--- src/hdl/mds_consts.svh ---
`ifndef MDS_CONSTS_SVH
`define MDS_CONSTS_SVH

// Register byte offsets on the APB word map.
`define MDS_CORE_CONTROL_OFF  12'h044
`define MDS_STATUS_OFF        12'h060
`define MDS_RESULT_LO_OFF     12'h064
`define MDS_RESULT_HI_OFF     12'h068
`define MDS_REMAINDER_OFF     12'h06c

// Core control register reset value and writable bits.
`define MDS_CORE_CONTROL_RST  16'h0020
`define MDS_CORE_CONTROL_MASK 16'h1fff

// Unsigned-multiply select bit in core control.
`define MDS_US_BIT            12

// Divide length in instruction cycles, and the steps inside it.
`define MDS_DIV_CYCLES        5'd19
`define MDS_DIV_ITER_LAST     5'd16
`define MDS_DIV_FIX_STEP      5'd17

// Largest shift distance in one cycle.
`define MDS_SHIFT_MAX         5'd16

`endif

--- src/hdl/mds_pkg.sv ---
package mds_pkg;

	typedef enum logic [2:0] {
		MDS_OP_NOP     = 3'b000,
		MDS_OP_MUL     = 3'b001,
		MDS_OP_DIV     = 3'b010,
		MDS_OP_DIVSTEP = 3'b011,
		MDS_OP_SHIFT   = 3'b100
	} mds_op_t;

	// Operand signedness: first letter is operand a, second is operand b.
	typedef enum logic [1:0] {
		MDS_SM_SS = 2'b00,
		MDS_SM_UU = 2'b01,
		MDS_SM_SU = 2'b10,
		MDS_SM_US = 2'b11
	} mds_sign_t;

	typedef enum logic {
		MDS_DIV_IDLE = 1'b0,
		MDS_DIV_RUN  = 1'b1
	} mds_div_state_t;

	typedef struct packed {
		mds_op_t   op;
		logic      dsp;
		mds_sign_t sgn;
		logic      frac;
		logic      wide;
		logic      left;
		logic      arith;
		logic [4:0] amt;
	} mds_req_t;

	typedef struct packed {
		logic [15:0] a;
		logic [15:0] b;
		logic [15:0] hi;
		logic [39:0] acc;
	} mds_opnd_t;

endpackage

--- src/hdl/mds_datapath.sv ---
// What this block does
// - One single-cycle 17x17 multiplier, shared by integer and DSP operations.
// - Multiplier handles signed, unsigned and mixed operands by 17th-bit extension.
// - Fractional multiply gives exact results, minus one squared without wrap.
// - Divider does 16/16 in fractional and integer formats, and 32/16 in integer format only.
// - Divide runs one step per cycle, nineteen cycles under a repeat loop.
// - Divide may pause at any step; partial quotient and remainder are kept.
// - 40-bit barrel shifter moves left or right up to 16 places in one cycle.
// - Barrel shifter is one resource shared by integer and DSP instructions.
`timescale 1ns/1ps
`default_nettype none
`include "mds_consts.svh"

module mds_datapath
	import mds_pkg::*;
(
	// Clock and reset.
	input  wire logic        core_clk_in,
	input  wire logic        nrst_in,
	// Sequencer request port.
	input  wire logic        op_valid_in,
	input  wire mds_req_t    op_req_in,
	input  wire mds_opnd_t   op_opnd_in,
	// Results to the sequencer.
	output logic [39:0]      result_out,
	output logic [15:0]      remainder_out,
	output logic             div_done_out,
	output logic             div_busy_out,
	// APB slave.
	input  wire logic        psel_in,
	input  wire logic        penable_in,
	input  wire logic        pwrite_in,
	input  wire logic [11:0] paddr_in,
	input  wire logic [31:0] pwdata_in,
	output logic [31:0]      prdata_out,
	output logic             pready_out,
	output logic             pslverr_out
);

	function automatic logic [16:0] ext17(input logic [15:0] v,
		input logic sgn);
		ext17 = {sgn & v[15], v};
	endfunction

	function automatic logic [15:0] neg16(input logic [15:0] v,
		input logic en);
		neg16 = en ? 16'(~v + 16'h0001) : v;
	endfunction

	logic [15:0]    core_control_ff;
	logic [39:0]    result_ff;
	logic [15:0]    remainder_ff;
	logic           div_done_ff;
	mds_div_state_t div_state_ff;
	logic [4:0]     div_cnt_ff;
	logic [16:0]    div_rem_ff;
	logic [15:0]    div_quo_ff;
	logic [15:0]    div_den_ff;
	logic           div_negq_ff;
	logic           div_negr_ff;
	logic [31:0]    prdata_ff;

	logic           issue_mul;
	logic           issue_div;
	logic           issue_step;
	logic           issue_shift;
	mds_sign_t      mul_mode;
	logic           sa;
	logic           sb;
	logic [33:0]    nxt_prod;
	logic [39:0]    nxt_mul_res;
	logic [39:0]    shf_src;
	logic [4:0]     shf_amt;
	logic [39:0]    nxt_shf_res;
	logic [31:0]    dvd;
	logic [31:0]    dvd_mag;
	logic           dvd_neg;
	logic           den_neg;
	logic [16:0]    trial;
	logic [16:0]    trial_sub;
	logic           trial_ok;
	logic           apb_setup;
	logic           apb_wr;
	logic           addr_hit;

	assign issue_mul   = op_valid_in && op_req_in.op == MDS_OP_MUL;
	assign issue_div   = op_valid_in && op_req_in.op == MDS_OP_DIV;
	assign issue_step  = op_valid_in && op_req_in.op == MDS_OP_DIVSTEP
		&& div_state_ff == MDS_DIV_RUN;
	assign issue_shift = op_valid_in && op_req_in.op == MDS_OP_SHIFT;

	// DSP multiplies take their signedness from core control, integer ones
	// from the instruction; both drive the same multiplier below.
	always_comb begin
		mul_mode = op_req_in.sgn;
		if (op_req_in.dsp) begin
			mul_mode = core_control_ff[`MDS_US_BIT] ? MDS_SM_UU : MDS_SM_SS;
		end
	end

	assign sa = mul_mode == MDS_SM_SS || mul_mode == MDS_SM_SU;
	assign sb = mul_mode == MDS_SM_SS || mul_mode == MDS_SM_US;
	assign nxt_prod = 34'($signed(ext17(op_opnd_in.a, sa))
		* $signed(ext17(op_opnd_in.b, sb)));

	// The fractional shift is done in 35 bits so that minus one squared
	// lands as plus one in the 40-bit result instead of wrapping.
	always_comb begin
		if (op_req_in.frac) begin
			nxt_mul_res = {{5{nxt_prod[33]}}, nxt_prod, 1'b0};
		end else begin
			nxt_mul_res = {{6{nxt_prod[33]}}, nxt_prod};
		end
	end

	always_comb begin
		if (op_req_in.dsp) begin
			shf_src = op_opnd_in.acc;
		end else begin
			shf_src = {{24{op_req_in.arith & op_opnd_in.a[15]}},
				op_opnd_in.a};
		end
		shf_amt = (op_req_in.amt > `MDS_SHIFT_MAX) ? `MDS_SHIFT_MAX
			: op_req_in.amt;
		if (op_req_in.left) begin
			nxt_shf_res = shf_src << shf_amt;
		end else if (op_req_in.arith) begin
			nxt_shf_res = 40'($signed(shf_src) >>> shf_amt);
		end else begin
			nxt_shf_res = shf_src >> shf_amt;
		end
	end

	// Divider load: the dividend is formed so that sixteen restoring steps
	// always yield a sixteen-bit quotient.
	always_comb begin
		// A signed fractional dividend keeps its sign above the scaled word,
		// so that negative Q15 operands divide as negative values.
		if (op_req_in.frac) begin
			dvd = {op_req_in.sgn == MDS_SM_SS & op_opnd_in.a[15],
				op_opnd_in.a, 15'h0000};
		end else if (op_req_in.wide) begin
			dvd = {op_opnd_in.hi, op_opnd_in.a};
		end else begin
			dvd = {{16{op_req_in.sgn == MDS_SM_SS & op_opnd_in.a[15]}},
				op_opnd_in.a};
		end
		dvd_neg = op_req_in.sgn == MDS_SM_SS && dvd[31];
		den_neg = op_req_in.sgn == MDS_SM_SS && op_opnd_in.b[15];
		dvd_mag = dvd_neg ? 32'(~dvd + 32'h0000_0001) : dvd;
	end

	assign trial     = {div_rem_ff[15:0], div_quo_ff[15]};
	assign trial_sub = 17'(trial - {1'b0, div_den_ff});
	assign trial_ok  = trial >= {1'b0, div_den_ff};

	always_ff @(posedge core_clk_in) begin
		if (!nrst_in) begin
			core_control_ff <= `MDS_CORE_CONTROL_RST;
		end else if (apb_wr && paddr_in == `MDS_CORE_CONTROL_OFF) begin
			core_control_ff <= pwdata_in[15:0] & `MDS_CORE_CONTROL_MASK;
		end
	end

	// The divider state only moves on its own steps, so the sequencer may
	// run other work between steps and resume later without loss.
	always_ff @(posedge core_clk_in) begin
		if (!nrst_in) begin
			div_state_ff <= MDS_DIV_IDLE;
			div_cnt_ff   <= 5'd0;
			div_rem_ff   <= 17'h00000;
			div_quo_ff   <= 16'h0000;
			div_den_ff   <= 16'h0000;
			div_negq_ff  <= 1'b0;
			div_negr_ff  <= 1'b0;
		end else if (issue_div) begin
			div_state_ff <= MDS_DIV_RUN;
			div_cnt_ff   <= 5'd1;
			div_rem_ff   <= {1'b0, dvd_mag[31:16]};
			div_quo_ff   <= dvd_mag[15:0];
			div_den_ff   <= neg16(op_opnd_in.b, den_neg);
			div_negq_ff  <= dvd_neg ^ den_neg;
			div_negr_ff  <= dvd_neg;
		end else if (issue_step) begin
			div_cnt_ff <= 5'(div_cnt_ff + 5'd1);
			if (div_cnt_ff <= `MDS_DIV_ITER_LAST) begin
				div_rem_ff <= trial_ok ? trial_sub : trial;
				div_quo_ff <= {div_quo_ff[14:0], trial_ok};
			end else if (div_cnt_ff == `MDS_DIV_FIX_STEP) begin
				div_quo_ff <= neg16(div_quo_ff, div_negq_ff);
				div_rem_ff <= {1'b0, neg16(div_rem_ff[15:0], div_negr_ff)};
			end else begin
				div_state_ff <= MDS_DIV_IDLE;
			end
		end
	end

	always_ff @(posedge core_clk_in) begin
		if (!nrst_in) begin
			result_ff    <= 40'h00_0000_0000;
			remainder_ff <= 16'h0000;
			div_done_ff  <= 1'b0;
		end else begin
			div_done_ff <= 1'b0;
			if (issue_mul) begin
				result_ff <= nxt_mul_res;
			end else if (issue_shift) begin
				result_ff <= nxt_shf_res;
			end else if (issue_step
				&& div_cnt_ff == 5'(`MDS_DIV_CYCLES - 5'd1)) begin
				result_ff    <= {{24{div_quo_ff[15]}}, div_quo_ff};
				remainder_ff <= div_rem_ff[15:0];
				div_done_ff  <= 1'b1;
			end
		end
	end

	assign result_out    = result_ff;
	assign remainder_out = remainder_ff;
	assign div_done_out  = div_done_ff;
	assign div_busy_out  = div_state_ff == MDS_DIV_RUN;

	// APB: read data is captured in the setup cycle, so the access phase
	// always completes with no wait states.
	assign apb_setup = psel_in && !penable_in;
	assign apb_wr    = psel_in && penable_in && pwrite_in && addr_hit;

	always_comb begin
		case (paddr_in)
			`MDS_CORE_CONTROL_OFF,
			`MDS_STATUS_OFF,
			`MDS_RESULT_LO_OFF,
			`MDS_RESULT_HI_OFF,
			`MDS_REMAINDER_OFF: addr_hit = 1'b1;
			default:            addr_hit = 1'b0;
		endcase
	end

	always_ff @(posedge core_clk_in) begin
		if (!nrst_in) begin
			prdata_ff <= 32'h0000_0000;
		end else if (apb_setup) begin
			case (paddr_in)
				`MDS_CORE_CONTROL_OFF: prdata_ff <= {16'h0000, core_control_ff};
				`MDS_STATUS_OFF: prdata_ff <= {25'h0000000,
					div_done_ff, div_state_ff == MDS_DIV_RUN, div_cnt_ff};
				`MDS_RESULT_LO_OFF: prdata_ff <= result_ff[31:0];
				`MDS_RESULT_HI_OFF: prdata_ff <= {24'h000000, result_ff[39:32]};
				`MDS_REMAINDER_OFF: prdata_ff <= {16'h0000, remainder_ff};
				default: prdata_ff <= 32'h0000_0000;
			endcase
		end
	end

	assign prdata_out  = prdata_ff;
	assign pready_out  = psel_in && penable_in;
	assign pslverr_out = psel_in && penable_in && !addr_hit;

endmodule

`default_nettype wire

--- config.mk ---
export PLATFORM = sky130hd
export DESIGN_NAME = mds_datapath
export DESIGN_NICKNAME = d
export VERILOG_FILES = /design/src/hdl/mds_pkg.sv /design/src/hdl/mds_datapath.sv
export VERILOG_INCLUDE_DIRS = /design/src /design/src/hdl
export SDC_FILE = /design/constraint.sdc
export NUM_CORES = 2
export LEC_CHECK = 0
export BUFFER_PORTS_ARGS = -buffer_cell sky130_fd_sc_hd__buf_2
export CORE_UTILIZATION = 45
export DETAILED_ROUTE_END_ITERATION = 10
export HOLD_SLACK_MARGIN = 0.08
export PLACE_DENSITY = 0.71
export SETUP_SLACK_MARGIN = 0.2
export SYNTH_ARGS = -nofsm -noshare
export SYNTH_HDL_FRONTEND = slang
export SYNTH_SLANG_ARGS = --single-unit
--- constraint.sdc ---
create_clock -name core_clk_in -period 14.6 [get_ports core_clk_in]
set_input_delay 2.92 -clock core_clk_in [delete_from_list [all_inputs] [get_ports core_clk_in]]
set_output_delay 2.92 -clock core_clk_in [all_outputs]
set_load 0.02 [all_outputs]
-- After elaboration in Yosys (flattened, before gate mapping)
Index checks and enable logic that the tools add are counted.
- $add $sub $neg: 6
- multiply operators: 1
- $lt $le $gt $ge: 3
- equality and inequality tests: 15
- shifts and indexed selects: 3
- muxes and demuxes: 34
- bitwise operators: 12
- reductions and logical operators: 32
- operator list (kind ; number):
    $mux 40 ; 6
    $mux 16 ; 12
    $pmux 32 s5 ; 1
    $mux 32 ; 3
    $eq 12x7->1 const B ; 5
    $add 16x1->16 const B ; 3
    $not 16->16 ; 3
    $shl 40x5->40 ; 1
    $shr 40x5->40 ; 1
    $sshr 40x5->40 ; 1
    $mul 17x17->34 ; 1
    $mux 34 ; 1
    $add 32x1->32 const B ; 1
    $not 32->32 ; 1
    $ge 17x16->1 ; 1
    $sub 16x16->16 ; 1
    $logic_and 1x1->1 ; 14
    $reduce_and 3->1 ; 4
    $reduce_bool 3->1 ; 4
    $eq 5x5->1 const B ; 2
    $mux 1 ; 9
    $eq 3x2->1 const B ; 2
    $add 5x1->5 const B ; 1
    $gt 5x5->1 const B ; 1
    17 further kinds ; 27
- bits in registers: 158
- input port bits: 153
- word-level logic and storage cells: 119

-- Depth between registers and ports, before layout
- depth after elaboration: 8
- mapped depth: 31
- gate-level depth less buffers: 25

-- Least setup slack after synthesis
Ideal clock, no wire load.
- kind: input-to-reg
- start: in op_req_in[11] (netlist name)
- end: reg result_ff[36] (netlist: result_out[36])
- arrival time: 10255 ps
- data required time: 14480 ps
- path slack: 4226 ps
- stages: 29
- buffers on the path: 7
- cell sequence: buf_2 -> buf_2 -> buf_1 -> clkbuf_1 -> buf_2 -> nor2_1 -> o21a_1 -> clkbuf_1 -> nand2_1 -> inv_1 -> fa_1 -> fa_1 -> inv_1 -> fa_1 -> fa_1 -> fa_1 -> inv_1 -> fa_1 -> ha_1 -> clkbuf_1 -> a211oi_1 -> nor2_1 -> a211o_1 -> a21oi_1 -> o221ai_1 -> o31ai_1 -> xnor2_1 -> and2_1 -> o31a_1
- word-level cells in the longest chain between the ends: 6
- RTL lines (what ; line ; RTL):
    from (decl) ; mds_datapath.sv:22 ; input wire mds_req_t op_req_in,
    $mux 2 or $mux 40 (tied branches) ; mds_datapath.sv:96, mds_datapath.sv:117 ;
    $eq 2x2->1 (tied with other cells) ; mds_datapath.sv:101 ; assign sa = mul_mode == MDS_SM_SS || mul_mode == MDS_SM_SU;
    $logic_or 1x1->1 (tied with other cells) ; mds_datapath.sv:101 ;
    $and 1x1->1 or $mux 40 (tied branches) ; mds_datapath.sv:42, mds_datapath.sv:125 ;
    $mul 17x17->34 or $mux 40 (tied branches) ; mds_datapath.sv:104, mds_datapath.sv:207 ;
    $mux 40 * ; mds_datapath.sv:205 ; if (issue_mul) begin
    to (signal assigned) ; mds_datapath.sv:206 ; result_ff <= nxt_mul_res;
    to (signal assigned) ; mds_datapath.sv:208 ; result_ff <= nxt_shf_res;
    to (signal assigned) ; mds_datapath.sv:211 ; result_ff <= {{24{div_quo_ff[15]}}, div_quo_ff};
    to (decl) ; mds_datapath.sv:51 ; logic [39:0] result_ff;
Mark *: on every way between the ends. The rest lies on a longest branch, timed or not.
A chain may end at the register's enable or synchronous reset.

-- Worst setup path after layout
Same ends and word-level chain as after synthesis.

==> impl_metrics.ini <==
[status]
status = completed

[synth]
ys_seq_area_share_pct = 12.1
synth_xor_area_share_pct = 3.11
synth_common_cells = 455 x nand2_1, 359 x inv_1, 297 x fa_1, 242 x a21oi_1, 225 x nor2_1
synth_compound_area_share_pct = 20.4
netlist_top_cells_area = fa_1 23%, dfxtp_1 12%, nand2_1 6.5%
synthMuxAreaShare_pct = 8.40
ys_seq_elements = 158
synth.avg_cell_area_um2 = 7.81
synth-simple-area-share_pct = 19.1
async_reset_ff_share_pct = 0
synthCells = 3354
yosysTopAreaCellShare_pct = 22.7
synth_edf_count = 0
synthFlopType = dfxtp_1
synth_top_cell_by_area = fa_1
synth.distinct_cells = 87
synthAdderAreaFrac_pct = 27.9
synthesis.nets = 3913
synth_top_family_by_area = adder cells
netlist_area_um2 = 26200
yosysWarningCount = 0
synth.most_common_cell = nand2_1

[clock_network]
clk_pin_slew_ps = 70
htreeDepth = 4
clk_latency_ps = 450
clockBufferDepth = 2
cts_tree = done
numCtsBuffers = 17
cts.sinks = 158
cts_resized = 0
postCtsHoldBufs = 0
root_buffer = clkbuf_16
post_cts_buffers = 0

[global_route]
overflow = 0
grt_usage_pct = 31.9
grt_pass1_wl_mm = 147
antenna_found_initial = 5
grt_max_degree = 76
grt_pass1_vias = 25000

[power_and_ir_drop]
p_per_area_nw_per_um2 = 233
ir_worst_vdd_uv = 362
p_total_uw = 6580
p_leak_uw = 0.0123

[sta]
max_freq_ghz = 0.0937
finClkSkew_ps = 16.4
tightest_slew_ps = 1260
tns_ps = 0
setup_viol = 0
worst_slack_ps = 3920
finalHoldViolations = 0
post-route-period-util_pct = 73.1
relSlewSlack_pct = 14.2
grt_setup_unrepaired = no
min_period_ps = 10680
drv_slew = 0

[place]
post-place-ws_ps = 3540
portBuffers = 225
place.gp.congestion = 1.03
dp_hpwl_mm = 72.2

[run]
cap_violations = 0

[cells_and_area]
syn_to_final_growth_pct = 8.05
drive_gt1_share_pct = 11.9
final_nets = 3954
fill_cells = 5633

[die]
start_util_pct = 45.5
die_w_um = 243
io_pins = 245
row_count = 88
die_area_um2 = 59200
fp.dieH_um = 243
placeableCoreArea_um2 = 57600

[detailed_routing]
ant_nets = 0
drt_iter0_drc = 3024
drt_wl_total_mm = 95.3
vias_per_cell = 6.21
wl_per_cell_um = 22.8
vias = 25900
drc = 0
firstDrtPassIters = 6

[worst_setup_path]
cp.required_ps = 14920
cp_data_arrival_time_ps = 11000
r2r_slack_ps = 6970
worst-setup-path-type = in2reg
critPathMaxFanout = 62
end_kind = register
worstSetupStartpointType = input pin

[hold_path]
hp-class = reg2reg
-- power breakdown --
group          switching, µW  internal [µW]
logic                   3530           2100
registers               43.2            453
clock network            210            249
-- critical path, stage by stage --
cell      delay (ps)
buf_2             80
buf_4            360
clkinv_1         120
buf_4            340
nor2_1           230
o21a_1           570
nand2_1          210
inv_1            160
fa_1             510
fa_1             690
inv_1            190
fa_1             490
fa_1             550
inv_1             50
fa_1             490
fa_1             430
ha_1             400
a21oi_1          190
o21ai_0          170
a211o_1          350
a21oi_1          160
o221ai_1         190
o31ai_1          310
xnor2_1          230
and2_1           260
o31a_1           300
-- state kept, by name (all words and copies together) (netlist names), 5 cells and up --
register,flops
div_cnt_ff,5
core_control_ff,13
prdata_out,32
result_out,40
remainder_out,16
div_quo_ff,16
div_rem_ff,16
div_den_ff,16
-- logic make-up (layout without fill, tap and decap cells) --
logic type | Yosys count | in the layout
multiplexers | 179 | 179
adder cells (fa/ha/maj) | 406 | 406
buffers and inverters | 611 | 665
AO/OA/AOI/OAI | 823 | 823
XOR/XNOR | 93 | 93
AND/OR/NAND/NOR | 1084 | 1084
flip-flops | 158 | 158
other | 0 | 4
-- layout by cell type (no fill, tap or decap), types with 78 or more instances in the layout --
cell type / instances
and2_1: 137
buf_2: 225
nand2_1: 454
nor2_1: 222
fa_1: 297
a21oi_1: 242
dfxtp_1: 158
mux2i_1: 121
o21ai_0: 169
inv_1: 358
nor3_1: 78
ha_1: 109
-- metal layers --
metal  track usage [%]  vias up  routed length, µm
met5                 0        -                 23
met4              13.4        4               4190
met3              7.18      255              11200
met2              48.4     1469              41100
met1              43.7    12600              38700
li1                  -    11600                  -
-- per-stage QoR --
stage / hold slack (ps) / cells / instance area [µm²] / utilization, %
final: 451 / 4177 / 28300 / 49.1
after global routing: 466 / 4175 / 28300 / 49.1
after CTS: 451 / 4173 / 28300 / 49.1
after detailed placement: 442 / 4141 / 27700 / 48.1
after global placement: 436 / 4141 / 27700 / 48.1
after floorplan: 432 / 3354 / 26200 / -
-- cell type report --
type	count	area (µm²)	share of cell area, %
well taps	765	957	3.38
flip-flops and latches	158	3160	11.2
repair buffers	272	1480	5.23
clock buffers	18	439	1.55
diodes	4	10.0	0.0354
inverters	361	1360	4.79
clock inverters	14	161	0.570
multi-input cells	2585	20700	73.3
-- final timing paths --
check	from	end	cells after the start
max reg2reg	core_control_ff[12]$_SDFFE_PN0P_	result_out[36]$_SDFFE_PN0P_	22
min reg2reg	prdata_out[23]$_SDFFE_PN0P_	prdata_out[23]$_SDFFE_PN0P_	2
max	op_req_in[11]	result_out[36]$_SDFFE_PN0P_	26
min	prdata_out[23]$_SDFFE_PN0P_	prdata_out[23]$_SDFFE_PN0P_	2
No activity file was read; power rests on OpenSTA's default activity.
